**src/pkg/rpc_pkg.sv**
```systemverilog
/*
 * rpc_pkg: constants, types and register map for the rtc power and misc control block.
 * assumes a 125 MHz system clock; register offsets are byte addresses on axi4-lite.
 */
package rpc_pkg;
  localparam int unsigned CLK_HZ = 125000000;
  // recovery deselect times: the minimum of each range
  localparam int unsigned REC_SLOW_MIN_MS = 96;
  localparam int unsigned REC_HALT_MIN_MS = 40;
  localparam int unsigned REC_FAST_MIN_US = 50;
  localparam int unsigned REC_SLOW_CYC = REC_SLOW_MIN_MS * (CLK_HZ / 1000);
  localparam int unsigned REC_HALT_CYC = REC_HALT_MIN_MS * (CLK_HZ / 1000);
  localparam int unsigned REC_FAST_CYC = REC_FAST_MIN_US * (CLK_HZ / 1000000);
  localparam int unsigned BAT_CHECK_HOURS = 24;
  localparam longint unsigned BAT_CHECK_CYC = 64'(BAT_CHECK_HOURS) * 3600 * CLK_HZ;
  localparam int CNT_W = 48;

  // register byte addresses (index times four)
  localparam logic [7:0] ADDR_CENTURY = 8'h0c; // index 03h
  localparam logic [7:0] ADDR_CLOCK4 = 8'h10;  // index 04h
  localparam logic [7:0] ADDR_CTRL = 8'h20;    // index 08h
  localparam logic [7:0] ADDR_WDOG = 8'h24;    // index 09h
  localparam logic [7:0] ADDR_ALARM = 8'h28;   // index 0ah
  localparam logic [7:0] ADDR_FLAGS = 8'h3c;   // index 0fh
  localparam logic [7:0] ADDR_STAT = 8'h40;
  localparam logic [7:0] ADDR_MASK = 8'h44;
  localparam logic [7:0] ADDR_CMD = 8'h48;

  // bit positions
  localparam int B_CENT_EN = 7;
  localparam int B_CENT_FLAG = 6;
  localparam int B_REC_SEL = 7;
  localparam int B_OSC_HALT = 7;
  localparam int B_PIN_LEVEL = 7;
  localparam int B_FREQ_TEST = 6;
  localparam int B_ALARM_FE = 7;
  localparam int B_ALARM_BE = 5;
  localparam int B_SQW_EN = 6;
  localparam int B_HALT_UPD = 6;
  localparam int B_BAT_LOW = 4;
  localparam int B_CMD_ROLL = 0;
  localparam int B_CMD_HALT = 1;

  // status event bits
  localparam int EV_PFAIL = 0;
  localparam int EV_BATLOW = 1;
  localparam int EV_RECDONE = 2;
  localparam int EV_CENTURY = 3;
  localparam int EV_W = 4;

  localparam logic [1:0] RESP_OKAY = 2'b00;
  localparam logic [1:0] RESP_SLVERR = 2'b10;

  typedef struct packed {
    logic recovery_time_select;
    logic oscillator_halt_bit;
    logic halt_update_flag;
    logic pin_level;
    logic frequency_test_enable;
    logic alarm_flag_enable;
    logic alarm_backup_enable;
    logic square_wave_enable;
    logic [7:0] watchdog;
    logic century_toggle_enable;
    logic century_flag;
  } rpc_ctrl_type;

  typedef enum logic [3:0] {
    PWR_BACKUP = 4'b0001,
    PWR_RECOVER = 4'b0010,
    PWR_NORMAL = 4'b0100,
    PWR_INIT = 4'b1000
  } rpc_pwr_type;
endpackage : rpc_pkg

```
**src/rpc_power_ctrl.sv**
```systemverilog
/*
 * rpc_power_ctrl: power-fail output, recovery deselect, power-up defaults,
 * century toggle, multifunction open-drain pin and battery-low checks,
 * with registers on an axi4-lite slave.
 * assumes comparator, supply detect and battery compare come from the analog side
 * asynchronously; power-up is first seen after reset release.
 */
// Local design decisions: the register addresses and the AXI4-Lite slave port.
// Function
// - power-fail output low when sense below threshold
// - in back-up, comparator off, output held low
// - on return, output forced high for recovery
// - century flag toggles at rollover only when enabled
// - idle pin follows pin level bit
// - multifunction pin is open drain, pulls low only
// - battery check at power-up and daily
// - battery low flag set when check fails
// - battery low flag stays until check passes
// - no battery checks during back-up
// - recovery select is bit 7 of 04h
// - recovery time chosen from select and halt
// - bus writes deselected during recovery time; mask register writes still apply while deselected
// - first power-up loads listed defaults
// - later power-up clears enables, sets halt update
// - watchdog register fully cleared at power-up
`timescale 1ns/1ns
module rpc_power_ctrl #(
  parameter longint unsigned BAT_CHECK_CYCLES = rpc_pkg::BAT_CHECK_CYC,
  parameter int unsigned REC_SLOW_CYCLES = rpc_pkg::REC_SLOW_CYC,
  parameter int unsigned REC_HALT_CYCLES = rpc_pkg::REC_HALT_CYC,
  parameter int unsigned REC_FAST_CYCLES = rpc_pkg::REC_FAST_CYC
) (
  input wire logic sys_clk_i,
  input wire logic rstn_i,
  input wire logic s_axi_awvalid,
  output logic s_axi_awready,
  input wire logic [7:0] s_axi_awaddr,
  input wire logic s_axi_wvalid,
  output logic s_axi_wready,
  input wire logic [31:0] s_axi_wdata,
  input wire logic [3:0] s_axi_wstrb,
  output logic s_axi_bvalid,
  input wire logic s_axi_bready,
  output logic [1:0] s_axi_bresp,
  input wire logic s_axi_arvalid,
  output logic s_axi_arready,
  input wire logic [7:0] s_axi_araddr,
  output logic s_axi_rvalid,
  input wire logic s_axi_rready,
  output logic [31:0] s_axi_rdata,
  output logic [1:0] s_axi_rresp,
  input wire logic sense_below_i,
  input wire logic supply_ok_i,
  input wire logic battery_below_i,
  input wire logic battery_attached_i,
  input wire logic century_rollover_i,
  output logic power_fail_flag_out_o,
  output logic multifunction_irq_pin_o,
  output logic multifunction_irq_pin_oe_o,
  output logic deselect_o,
  output logic irq_o
);
  logic sense_m, sense_s, supply_m, supply_s, bat_m, bat_s, roll_m, roll_s, roll_d;
  logic battery_attached_seen;
  rpc_pkg::rpc_ctrl_type ctrl;
  rpc_pkg::rpc_pwr_type pwr_state;
  logic [rpc_pkg::CNT_W-1:0] rec_cnt, bat_cnt;
  logic battery_low_flag;
  logic [rpc_pkg::EV_W-1:0] stat, mask, ev;
  logic aw_hold, w_hold;
  logic [7:0] aw_addr;
  logic [31:0] w_data;
  logic [3:0] w_strb;
  logic wr_fire, rd_fire, first_power, bat_check, rec_done, roll_evt;
  logic [31:0] next_rdata;
  logic next_rd_ok;

  function automatic logic [rpc_pkg::CNT_W-1:0] rec_len(input logic sel, input logic halt);
    if (sel) begin
      rec_len = rpc_pkg::CNT_W'(REC_FAST_CYCLES);
    end else if (halt) begin
      rec_len = rpc_pkg::CNT_W'(REC_HALT_CYCLES);
    end else begin
      rec_len = rpc_pkg::CNT_W'(REC_SLOW_CYCLES);
    end
  endfunction : rec_len

  // two-stage synchronisers
  // rollover keeps a third stage so its edge detector reads only settled values
  always_ff @(posedge sys_clk_i or negedge rstn_i) begin
    if (!rstn_i) begin
      {sense_m, sense_s, supply_m, supply_s} <= 4'h0;
      {bat_m, bat_s, roll_m, roll_s, roll_d} <= 5'h00;
    end else begin
      sense_m <= sense_below_i;
      sense_s <= sense_m;
      supply_m <= supply_ok_i;
      supply_s <= supply_m;
      bat_m <= battery_below_i;
      bat_s <= bat_m;
      roll_m <= century_rollover_i;
      roll_s <= roll_m;
      roll_d <= roll_s;
    end
  end
  assign roll_evt = roll_s & ~roll_d;

  // power state: back-up, recovery, normal
  // a supply drop during recovery returns to back-up; the next return restarts the count
  always_ff @(posedge sys_clk_i or negedge rstn_i) begin
    if (!rstn_i) begin
      pwr_state <= rpc_pkg::PWR_INIT;
      rec_cnt <= '0;
    end else begin
      case (pwr_state)
        rpc_pkg::PWR_INIT: begin
          pwr_state <= rpc_pkg::PWR_BACKUP;
        end
        rpc_pkg::PWR_BACKUP: begin
          if (supply_s) begin
            pwr_state <= rpc_pkg::PWR_RECOVER;
            rec_cnt <= rec_len(ctrl.recovery_time_select, ctrl.oscillator_halt_bit);
          end
        end
        rpc_pkg::PWR_RECOVER: begin
          if (!supply_s) begin
            pwr_state <= rpc_pkg::PWR_BACKUP;
          end else if (rec_cnt <= rpc_pkg::CNT_W'(1)) begin
            pwr_state <= rpc_pkg::PWR_NORMAL;
          end else begin
            rec_cnt <= rec_cnt - rpc_pkg::CNT_W'(1);
          end
        end
        rpc_pkg::PWR_NORMAL: begin
          if (!supply_s) begin
            pwr_state <= rpc_pkg::PWR_BACKUP;
          end
        end
        default: pwr_state <= rpc_pkg::PWR_BACKUP;
      endcase
    end
  end
  // last recovery cycle: defaults load and the power-up battery check runs here
  assign rec_done = (pwr_state == rpc_pkg::PWR_RECOVER) && supply_s &&
                    (rec_cnt <= rpc_pkg::CNT_W'(1));
  assign deselect_o = (pwr_state != rpc_pkg::PWR_NORMAL);

  // power-fail output
  // follows the synchronised comparator with one register of delay in normal
  always_ff @(posedge sys_clk_i or negedge rstn_i) begin
    if (!rstn_i) begin
      power_fail_flag_out_o <= 1'b0;
    end else begin
      case (pwr_state)
        rpc_pkg::PWR_RECOVER: power_fail_flag_out_o <= 1'b1;
        rpc_pkg::PWR_NORMAL: power_fail_flag_out_o <= ~sense_s;
        default: power_fail_flag_out_o <= 1'b0;
      endcase
    end
  end

  // first power-up is when the battery is newly attached
  // sampled in the single init cycle, so only a reset can make it first power again
  assign first_power = ~battery_attached_seen;
  always_ff @(posedge sys_clk_i or negedge rstn_i) begin
    if (!rstn_i) begin
      battery_attached_seen <= 1'b0;
    end else if (pwr_state == rpc_pkg::PWR_INIT) begin
      battery_attached_seen <= battery_attached_i;
    end else if (rec_done) begin
      battery_attached_seen <= 1'b1;
    end
  end

  assign wr_fire = aw_hold && w_hold && !s_axi_bvalid;

  // control bits, power-up defaults, century toggle, host writes
  always_ff @(posedge sys_clk_i or negedge rstn_i) begin
    if (!rstn_i) begin
      ctrl <= '0;
    end else begin
      if (rec_done) begin
        if (first_power) begin
          ctrl.recovery_time_select <= 1'b0;
          ctrl.oscillator_halt_bit <= 1'b1;
          ctrl.pin_level <= 1'b1;
        end
        ctrl.halt_update_flag <= 1'b1;
        ctrl.frequency_test_enable <= 1'b0;
        ctrl.alarm_flag_enable <= 1'b0;
        ctrl.alarm_backup_enable <= 1'b0;
        ctrl.square_wave_enable <= 1'b0;
        ctrl.watchdog <= 8'h00;
      end
      // rollover may land in the last recovery cycle, so it is not gated by rec_done
      if (roll_evt && ctrl.century_toggle_enable) begin
        ctrl.century_flag <= ~ctrl.century_flag;
      end
      // control writes during deselect are dropped but still answered okay
      if (wr_fire && !deselect_o && w_strb[0]) begin
        case (aw_addr)
          rpc_pkg::ADDR_CENTURY: begin
            ctrl.century_toggle_enable <= w_data[rpc_pkg::B_CENT_EN];
            ctrl.century_flag <= w_data[rpc_pkg::B_CENT_FLAG];
          end
          rpc_pkg::ADDR_CLOCK4: ctrl.recovery_time_select <= w_data[rpc_pkg::B_REC_SEL];
          rpc_pkg::ADDR_CTRL: begin
            ctrl.pin_level <= w_data[rpc_pkg::B_PIN_LEVEL];
            ctrl.frequency_test_enable <= w_data[rpc_pkg::B_FREQ_TEST];
          end
          rpc_pkg::ADDR_WDOG: ctrl.watchdog <= w_data[7:0];
          rpc_pkg::ADDR_ALARM: begin
            ctrl.alarm_flag_enable <= w_data[rpc_pkg::B_ALARM_FE];
            ctrl.square_wave_enable <= w_data[rpc_pkg::B_SQW_EN];
            ctrl.alarm_backup_enable <= w_data[rpc_pkg::B_ALARM_BE];
          end
          rpc_pkg::ADDR_FLAGS: ctrl.halt_update_flag <= w_data[rpc_pkg::B_HALT_UPD];
          rpc_pkg::ADDR_CMD: ctrl.oscillator_halt_bit <= w_data[rpc_pkg::B_CMD_HALT];
          default: ;
        endcase
      end
    end
  end

  // multifunction pin: open drain, driven only when pulling low
  assign multifunction_irq_pin_o = 1'b0;
  always_ff @(posedge sys_clk_i or negedge rstn_i) begin
    if (!rstn_i) begin
      multifunction_irq_pin_oe_o <= 1'b0;
    end else begin
      multifunction_irq_pin_oe_o <= !ctrl.frequency_test_enable && !ctrl.alarm_flag_enable &&
                                    (ctrl.watchdog == 8'h00) && !ctrl.pin_level;
    end
  end

  // battery checks: at power-up and on a daily interval while powered
  // the interval count is held at zero outside normal, so back-up never checks
  assign bat_check = rec_done || ((pwr_state == rpc_pkg::PWR_NORMAL) &&
                     (bat_cnt >= rpc_pkg::CNT_W'(BAT_CHECK_CYCLES - 1)));
  always_ff @(posedge sys_clk_i or negedge rstn_i) begin
    if (!rstn_i) begin
      bat_cnt <= '0;
      battery_low_flag <= 1'b0;
    end else begin
      if (pwr_state != rpc_pkg::PWR_NORMAL || bat_check) begin
        bat_cnt <= '0;
      end else begin
        bat_cnt <= bat_cnt + rpc_pkg::CNT_W'(1);
      end
      if (bat_check) begin
        battery_low_flag <= bat_s;
      end
    end
  end

  // interrupt status: sticky, cleared by a read, set wins
  assign ev = {roll_evt, rec_done, bat_check & bat_s,
               (pwr_state == rpc_pkg::PWR_NORMAL) & sense_s & power_fail_flag_out_o};
  always_ff @(posedge sys_clk_i or negedge rstn_i) begin
    if (!rstn_i) begin
      stat <= '0;
      mask <= '0;
    end else begin
      if (rd_fire && s_axi_araddr == rpc_pkg::ADDR_STAT) begin
        stat <= ev;
      end else begin
        stat <= stat | ev;
      end
      // mask writes apply even while deselected
      if (wr_fire && w_strb[0] && aw_addr == rpc_pkg::ADDR_MASK) begin
        mask <= w_data[rpc_pkg::EV_W-1:0];
      end
    end
  end
  always_ff @(posedge sys_clk_i or negedge rstn_i) begin
    if (!rstn_i) begin
      irq_o <= 1'b0;
    end else begin
      // registered so the level cannot glitch while status and mask change together
      irq_o <= |(stat & mask);
    end
  end

  // axi4-lite write path
  // each ready falls once its channel is held; the response waits for both halves
  assign s_axi_awready = !aw_hold;
  assign s_axi_wready = !w_hold;
  always_ff @(posedge sys_clk_i or negedge rstn_i) begin
    if (!rstn_i) begin
      aw_hold <= 1'b0;
      w_hold <= 1'b0;
      aw_addr <= 8'h00;
      w_data <= 32'h0;
      w_strb <= 4'h0;
      s_axi_bvalid <= 1'b0;
      s_axi_bresp <= rpc_pkg::RESP_OKAY;
    end else begin
      if (s_axi_awvalid && s_axi_awready) begin
        aw_hold <= 1'b1;
        aw_addr <= s_axi_awaddr;
      end
      if (s_axi_wvalid && s_axi_wready) begin
        w_hold <= 1'b1;
        w_data <= s_axi_wdata;
        w_strb <= s_axi_wstrb;
      end
      if (wr_fire) begin
        aw_hold <= 1'b0;
        w_hold <= 1'b0;
        s_axi_bvalid <= 1'b1;
        s_axi_bresp <= wr_ok(aw_addr) ? rpc_pkg::RESP_OKAY : rpc_pkg::RESP_SLVERR;
      end else if (s_axi_bvalid && s_axi_bready) begin
        s_axi_bvalid <= 1'b0;
      end
    end
  end

  // status is read-only: a write there answers with slverr
  function automatic logic wr_ok(input logic [7:0] a);
    case (a)
      rpc_pkg::ADDR_CENTURY, rpc_pkg::ADDR_CLOCK4, rpc_pkg::ADDR_CTRL, rpc_pkg::ADDR_WDOG,
      rpc_pkg::ADDR_ALARM, rpc_pkg::ADDR_FLAGS, rpc_pkg::ADDR_MASK,
      rpc_pkg::ADDR_CMD: wr_ok = 1'b1;
      default: wr_ok = 1'b0;
    endcase
  endfunction : wr_ok

  // axi4-lite read path
  // read data is captured at the address handshake and held until rready
  assign s_axi_arready = !s_axi_rvalid;
  assign rd_fire = s_axi_arvalid && s_axi_arready;
  always_comb begin
    next_rdata = 32'h0;
    next_rd_ok = 1'b1;
    case (s_axi_araddr)
      rpc_pkg::ADDR_CENTURY: begin
        next_rdata[rpc_pkg::B_CENT_EN] = ctrl.century_toggle_enable;
        next_rdata[rpc_pkg::B_CENT_FLAG] = ctrl.century_flag;
      end
      rpc_pkg::ADDR_CLOCK4: next_rdata[rpc_pkg::B_REC_SEL] = ctrl.recovery_time_select;
      rpc_pkg::ADDR_CTRL: begin
        next_rdata[rpc_pkg::B_PIN_LEVEL] = ctrl.pin_level;
        next_rdata[rpc_pkg::B_FREQ_TEST] = ctrl.frequency_test_enable;
      end
      rpc_pkg::ADDR_WDOG: next_rdata[7:0] = ctrl.watchdog;
      rpc_pkg::ADDR_ALARM: begin
        next_rdata[rpc_pkg::B_ALARM_FE] = ctrl.alarm_flag_enable;
        next_rdata[rpc_pkg::B_SQW_EN] = ctrl.square_wave_enable;
        next_rdata[rpc_pkg::B_ALARM_BE] = ctrl.alarm_backup_enable;
      end
      rpc_pkg::ADDR_FLAGS: begin
        next_rdata[rpc_pkg::B_HALT_UPD] = ctrl.halt_update_flag;
        next_rdata[rpc_pkg::B_BAT_LOW] = battery_low_flag;
      end
      rpc_pkg::ADDR_STAT: next_rdata[rpc_pkg::EV_W-1:0] = stat;
      rpc_pkg::ADDR_MASK: next_rdata[rpc_pkg::EV_W-1:0] = mask;
      rpc_pkg::ADDR_CMD: begin
        next_rdata[rpc_pkg::B_CMD_HALT] = ctrl.oscillator_halt_bit;
        next_rdata[rpc_pkg::B_CMD_ROLL] = deselect_o;
      end
      default: next_rd_ok = 1'b0;
    endcase
  end
  always_ff @(posedge sys_clk_i or negedge rstn_i) begin
    if (!rstn_i) begin
      s_axi_rvalid <= 1'b0;
      s_axi_rdata <= 32'h0;
      s_axi_rresp <= rpc_pkg::RESP_OKAY;
    end else if (rd_fire) begin
      s_axi_rvalid <= 1'b1;
      s_axi_rdata <= next_rdata;
      s_axi_rresp <= next_rd_ok ? rpc_pkg::RESP_OKAY : rpc_pkg::RESP_SLVERR;
    end else if (s_axi_rvalid && s_axi_rready) begin
      s_axi_rvalid <= 1'b0;
    end
  end
endmodule : rpc_power_ctrl

```
**config.mk**
```make
export PLATFORM = sky130hd
export DESIGN_NAME = rpc_power_ctrl
export DESIGN_NICKNAME = d
export VERILOG_FILES = /design/src/pkg/rpc_pkg.sv /design/src/rpc_power_ctrl.sv
export SDC_FILE = /design/constraint.sdc
export NUM_CORES = 1
export LEC_CHECK = 0
export ABC_AREA = 1
export BUFFER_PORTS_ARGS = -buffer_cell sky130_fd_sc_hd__buf_2
export CAP_MARGIN = 40
export CORE_MARGIN = 2
export CORE_UTILIZATION = 53
export DETAILED_ROUTE_END_ITERATION = 16
export PLACE_DENSITY = 0.73
export SETUP_SLACK_MARGIN = 0.4
export SYNTH_ARGS = -nofsm -noshare
export SYNTH_HDL_FRONTEND = slang
export SYNTH_SLANG_ARGS = --single-unit
```
**constraint.sdc**
```tcl
create_clock -name sys_clk_i -period 2.3 [get_ports sys_clk_i]
set_input_delay 0.115 -clock sys_clk_i [delete_from_list [all_inputs] [get_ports sys_clk_i]]
set_output_delay 0.115 -clock sys_clk_i [all_outputs]
set_load 0.02 [all_outputs]
```
==> impl_metrics.csv, run 1 <==
group,metric,value,unit
outcome,status,"finished clean",
cts,path_clk_slew,0.07,ns
route,route.met3.wl,1700,um
setup_path,r2r_start,"rec_cnt[36]",
power,swShare,30.1,%
layout,layout.nets,1583,
yosys,postSynthAreaPerCell,7.14,sq um
placement,hpwlAfterDp,17100,um
yosys,ys_ff_latch,171,
min_path,hp-class,"in2reg",
setup_path,reg2reg_slack,0.32,ns
min_path,holdPathEnd,"s_axi_rdata[4]",
yosys,synth_fa_ha_area_share,0.386,%
cts,cts-htree-levels,4,
grt,track_usage,26.4,%
sta,hold_violations,0,
setup_path,cp_max_fo,7,
layout,final_cell_mix,"316 x nand2_1, 215 x nor2_1, 155 x dfrtp_1",
cts,cts_made_buffers,17,
yosys,synthesis.instances,1363,
power,pwr-share-comb,17.4,%
power,clkPwrFrac,36.7,%
grt,grt_max_degree,63,
route,top_layer,"met4",
layout,fin_util,67.8,%
layout,postLayoutCellArea,0.0122,sq mm
grt,grt_pass1_vias,8498,
yosys,yosysTopAreaCellShare,43.7,%
yosys,synth_ff_type,"dfrtp_1",
job,max_cap_violations,0,
route,drt_wl_total,26800,um
die,dieArea,0.0195,sq mm
cts,cts_tree,"yes",
yosys,synth_area_leaders,"dfrtp_1 44%, nand2_1 14%, nor2_1 10%, nand3_1 5.5%, inv_1 5.4%",
yosys,yosys.area.top_type,"dfrtp_1",
placement,place.gp.congestion,0.938,
power,power_density,616,mW/mm^2
power,p_seq_share,45.9,%
sta,tns,0,ns
power,ir_worst_vdd,0.000567,V
die,io_pins,110,
die,num_rows,49,
die,die_h,140,um
route,route.detailed.drc,0,
sta,maxSlewHeadroom,58.6,%
yosys,synthArstFlopShare,100,%
yosys,synth_simple_gate_area_share,34.2,%
sta,finalCriticalPeriod,1.98,ns
yosys,ys_types,43,
layout,area_delta_synth_final,25.0,%
route,first_iter_violations,1021,
route,final_antenna_net_count,0,
sta,drv_slew,0,
yosys,synthMuxAreaShare,0.347,%
setup_path,arrival,2.30,ns
min_path,min-delay-start,"s_axi_araddr[6]",
yosys,synth-edff-count,0,
cts,clock_sinks,171,
cts,cts.path.max_buffers,2,
route,route.met2.wl,12400,um
power,cellLeakagePower,5.77,nW
setup_path,rr_endpoint,"bat_cnt[34]",
route,dr.pass1.iters,7,
route,wl_met1,12000,um
sta,rsz0062_at_grt,"true",
layout,antenna_cells,0,
cts,clk_latency,0.43,ns
yosys,ys_seq_area_share,44.0,%
layout,final_common_cell,"nand2_1",
min_path,worstHoldPathCells,4,
route,wl_per_cell,15.2,um
grt,grt_pass1_wl,41600,um
setup_path,start_kind,"flop",
die,die_w,140,um
sta,setup_violations,0,
die,coreArea,0.0180,sq mm
sta,max_freq,504,MHz
setup_path,cp_data_required_time,2.61,ns
grt,overflow,0,
sta,worst_slew_pin_slew,0.619,ns
setup_path,crit_path_end_kind,"flop",
die,start_util,54.2,%
yosys,ys_warn_count,0,
setup_path,critPathKind,"reg2reg",
yosys,synthesis.area,0.00974,sq mm
grt,antenna_found_initial,0,
layout,drive_gt1_share,21.1,%
placement,placed_area,0.0102,sq mm
placement,numPortBuffers,55,
sta,fin_crit_sh,86.2,%
route,via_count,9508,
sta,skew,0.00911,ns
setup_path,reg2reg_depth,10,
power,p_switching,2.26,mW
power,internal_power,5.24,mW
cts,cts_root_buffer,"clkbuf_16",
route,viasPerCell,5.41,
yosys,synth_top_family_by_area,"simple AND/OR/NAND/NOR gates",
yosys,synth_compound_area_share,7.39,%
yosys,yosys.area_share.xor_xnor,4.50,%
cells in the mapped netlist, types with 2 or more instances:
cell      instances
nor3_1           27
nand3_2           3
nor2_4            2
a21oi_1          25
or2_2            10
nand4_1          14
nand3_1         107
o21ai_0          62
o21ai_1          34
ha_1              3
a31oi_1           2
xor2_1           42
or2_0             2
nand2_1         355
inv_2             5
inv_1           139
buf_6             6
clkbuf_1         10
a22oi_1           2
buf_2             8
dfrtp_1         170
nor2_2           12
o22ai_1           6
nor2_1          262
xnor2_1           8
buf_4            27
mux2_2            3
nand2_2           2
state kept, by name, summed over array words and instances (netlist names), 4 cells and up:
| name | cells |
|---|---|
| pwr_state | 4 |
| bat_cnt | 48 |
| ctrl | 18 |
| stat | 4 |
| rec_cnt | 48 |
| mask | 4 |
| w_data | 8 |
| aw_addr | 8 |
| s_axi_rdata | 8 |
routing by layer:
layer  track usage [%]  up-vias
li1                  -     4557
met1              37.9     4521
met2              41.9      371
met3              4.20       59
met4              7.53        0
met5                 0        -
final cells by class:
cell class	count	area, sq um
clock buffer	19	443
sequential	171	4300
clock inverter	12	115
inverter	145	557
multi-input combinational	1026	5100
tap	229	287
fill	1406	5790
timing repair buffer	155	1370
what timing repair did:
item	CTS	global route
setup endpoints to repair	108	105
gates cloned	4	7
setup buffers	18	29
pin swaps	2	25
resized for setup	41	131
endpoints found under the hold margin	77	0
hold buffers	26	0
logic make-up (layout without fill, tap and decap cells):
logic type                 count (synthesis)  in the layout
and+or+nand+nor                          801            801
muxes                                      3              3
buffers and inverters                    197            331
adders and majority gates                  3              3
xor gates and xnor gates                  50             50
DFF                                      171            171
other                                      1             32
AOI/OAI and AO/OA                        137            137
metrics by stage:
stage / setup WS (ns) / power, mW / hold slack, ns / cells
2_1_floorplan: 0.551 / 4.24 / -0.181 / 1394
3_3_place_gp: 0.230 / 4.55 / 0.107 / 1642
3_5_place_dp: 0.164 / 4.60 / 0.109 / 1642
4_1_cts: 0.400 / 7.45 / 0.0312 / 1721
5_1_grt: 0.267 / 7.83 / 0.0443 / 1757
6_report: 0.318 / 7.50 / 0.0389 / 1757
power groups by stage:
stage | clock network [mW] | registers (mW) | logic [mW]
final | 2.75 | 3.44 | 1.30
after global routing | 2.90 | 3.47 | 1.46
after CTS | 2.79 | 3.44 | 1.22
after detailed placement | 0 | 3.49 | 1.11
after global placement | 0 | 3.47 | 1.08
after floorplan | 0 | 3.50 | 0.744
worst max-delay path: stages (launching register included):
cell	delay (ns)
dfrtp_1	0.46
nor2_2	0.19
nand2_1	0.12
nor2_2	0.15
nand2_1	0.10
nor2_4	0.11
buf_4	0.13
nand3_4	0.12
nand3_4	0.23
clkbuf_16	0.22
nor2_1	0.04
how the worst max path moves through the flow:
stage                start           to
2_1_floorplan   rec_cnt[1]  rec_cnt[26]
6_report       rec_cnt[36]  bat_cnt[34]
5_1_grt        rec_cnt[36]  bat_cnt[34]
3_3_place_gp    bat_cnt[0]  bat_cnt[21]
3_5_place_dp    bat_cnt[0]  bat_cnt[24]
4_1_cts        rec_cnt[29]  rec_cnt[25]
Note: power is estimated with default switching activity, not from simulation.
==> run 2: changes to the inputs <==
==> constraint.sdc (replaced) <==
create_clock -name sys_clk_i -period 1.9 [get_ports sys_clk_i]
set_input_delay 0.095 -clock sys_clk_i [delete_from_list [all_inputs] [get_ports sys_clk_i]]
set_output_delay 0.095 -clock sys_clk_i [all_outputs]
set_load 0.02 [all_outputs]
==> impl_metrics.csv, run 2 (synthesized netlist as in run 1, its figures left out) <==
group,metric,value,unit
outcome,status,"finished clean",
cts,path_clk_slew,0.08,ns
layout,fin_util,70.0,%
route,final_antenna_net_count,0,
route,dr.pass1.iters,5,
cts,cts_root_buffer,"clkbuf_16",
die,dieArea,0.0195,sq mm
grt,overflow,0,
layout,final_common_cell,"nand2_1",
sta,drv_slew,0,
power,pwr-share-comb,18.1,%
route,first_iter_violations,709,
power,clkPwrFrac,38.2,%
sta,maxSlewHeadroom,65.8,%
power,ir_worst_vdd,0.000903,V
die,coreArea,0.0180,sq mm
route,viasPerCell,5.31,
placement,hpwlAfterDp,17400,um
grt,grt_max_degree,55,
cts,cts_tree,"yes",
layout,layout.nets,1617,
grt,track_usage,26.7,%
min_path,worstHoldPathCells,4,
layout,final_cell_mix,"309 x nand2_1, 224 x nor2_1, 166 x dfrtp_1",
power,internal_power,6.40,mW
job,max_cap_violations,0,
setup_path,start_kind,"flop",
power,p_switching,3.10,mW
route,wl_per_cell,15.0,um
grt,grt_pass1_vias,9046,
die,start_util,54.2,%
power,swShare,32.7,%
sta,skew,0.0249,ns
cts,cts-htree-levels,4,
cts,clock_sinks,171,
min_path,hp-class,"in2reg",
setup_path,reg2reg_depth,12,
power,power_density,755,mW/mm^2
die,num_rows,49,
grt,antenna_found_initial,0,
setup_path,critPathKind,"reg2reg",
layout,antenna_cells,0,
sta,worst_slew_pin_slew,0.512,ns
power,p_seq_share,43.7,%
layout,fillerInstances,1377,
setup_path,cp_data_required_time,2.24,ns
sta,finalCriticalPeriod,1.85,ns
layout,area_delta_synth_final,29.2,%
placement,post-place-cells,1675,
grt,grt_pass1_wl,42300,um
sta,fin_crit_sh,97.4,%
cts,clk_latency,0.45,ns
power,cellLeakagePower,5.95,nW
placement,place.gp.congestion,0.959,
power,power,9.50,mW
sta,rsz0062_at_grt,"true",
setup_path,cp_max_fo,8,
route,via_count,9515,
route,drt_wl_total,26800,um
layout,reg_top3,"bat_cnt (48), rec_cnt (48), ctrl (18)",
layout,drive_gt1_share,22.3,%
cts,cts_made_buffers,17,
die,die_h,140,um
setup_path,crit_path_end_kind,"flop",
setup_path,arrival,2.19,ns
die,io_pins,110,
die,die_w,140,um
placement,numPortBuffers,55,
cts,cts.path.max_buffers,2,
route,route.detailed.drc,0,
sta,max_freq,541,MHz
layout,final_cells,1792,
sta,setup_violations,0,
sta,hold_violations,0,
[run 2: cell count changes in the layout (fill, tap and decap cells not counted), sizes merged]
cell / previous run / this run
buf: 124 / 160
bufinv: 1 / 0
clkbuf: 24 / 20
clkinv: 7 / 10
clkinvlp: 3 / 1
inv: 146 / 149
[run 2: worst paths after layout]
check / start / endpoint / slack [ns]
min in group asynchronous: rstn_i / bat_cnt[21] / 0.13
min reg2reg: supply_m / supply_s / 0.36
min: s_axi_araddr[6] / s_axi_rdata[4] / 0.02
max reg2reg: rec_cnt[46] / rec_cnt[43] / 0.05
max in group asynchronous: rstn_i / rec_cnt[33] / 1.08
max: rec_cnt[46] / rec_cnt[43] / 0.05
[run 2: what timing repair did]
| action | in CTS | in global routing |
|---|---|---|
| pin swaps | 28 | 39 |
| setup endpoints to repair | 115 | 130 |
| hold buffers | 26 | 0 |
| gates resized for setup | 57 | 95 |
| cloned | 2 | 3 |
| setup buffers | 31 | 23 |
| hold endpoints to repair | 171 | 0 |
[run 2: metal layers]
layer | global-route usage [%] | vias up | routed length (um)
met3 | 5.51 | 97 | 1580
met1 | 34.4 | 4419 | 11300
met2 | 44.1 | 372 | 12900
met4 | 11.2 | 0 | 996
li1 | - | 4627 | -
met5 | 0 | - | 0
[run 2: final cells by class]
cell class	count	area [sq um]	area share [%]
flip-flops and latches	171	4290	34.1
inverters	145	558	4.44
repair buffers	189	1620	12.9
multi-input cells	1026	5200	41.3
clock inverters	15	209	1.66
clock buffers	17	425	3.38
well taps	229	287	2.28
[run 2: stage by stage]
stage	setup TNS (ns)	setup slack, ns	instance area (sq um)	hold WS, ns
finish	0	0.0499	12600	0.0216
detailed placement	0	0.0294	10600	0.0403
global placement	0	0.0611	10600	0.0388
floorplan	0	0.260	10000	-0.201
CTS	0	0.0964	12000	0.0199
global route	-0.419	-0.0463	12600	0.0438
[run 2: worst max-delay path, stage by stage, from the launching register on]
cell,delay [ns]
dfrtp_1,0.41
inv_1,0.11
nand2_2,0.07
nor2_2,0.17
nand3_1,0.15
nor2_4,0.13
nand2_2,0.07
nand2_2,0.09
nand2_4,0.09
inv_8,0.10
buf_12,0.12
clkbuf_16,0.15
o21ai_1,0.07
[run 2: power groups by stage]
| stage | Sequential (mW) | Clock (mW) | Combinational [mW] |
|---|---|---|---|
| final | 4.15 | 3.63 | 1.71 |
| after floorplan | 4.24 | 0 | 0.925 |
| after global placement | 4.19 | 0 | 1.38 |
| after global routing | 4.19 | 3.83 | 1.91 |
| after CTS | 4.13 | 3.66 | 1.56 |
| after detailed placement | 4.20 | 0 | 1.42 |
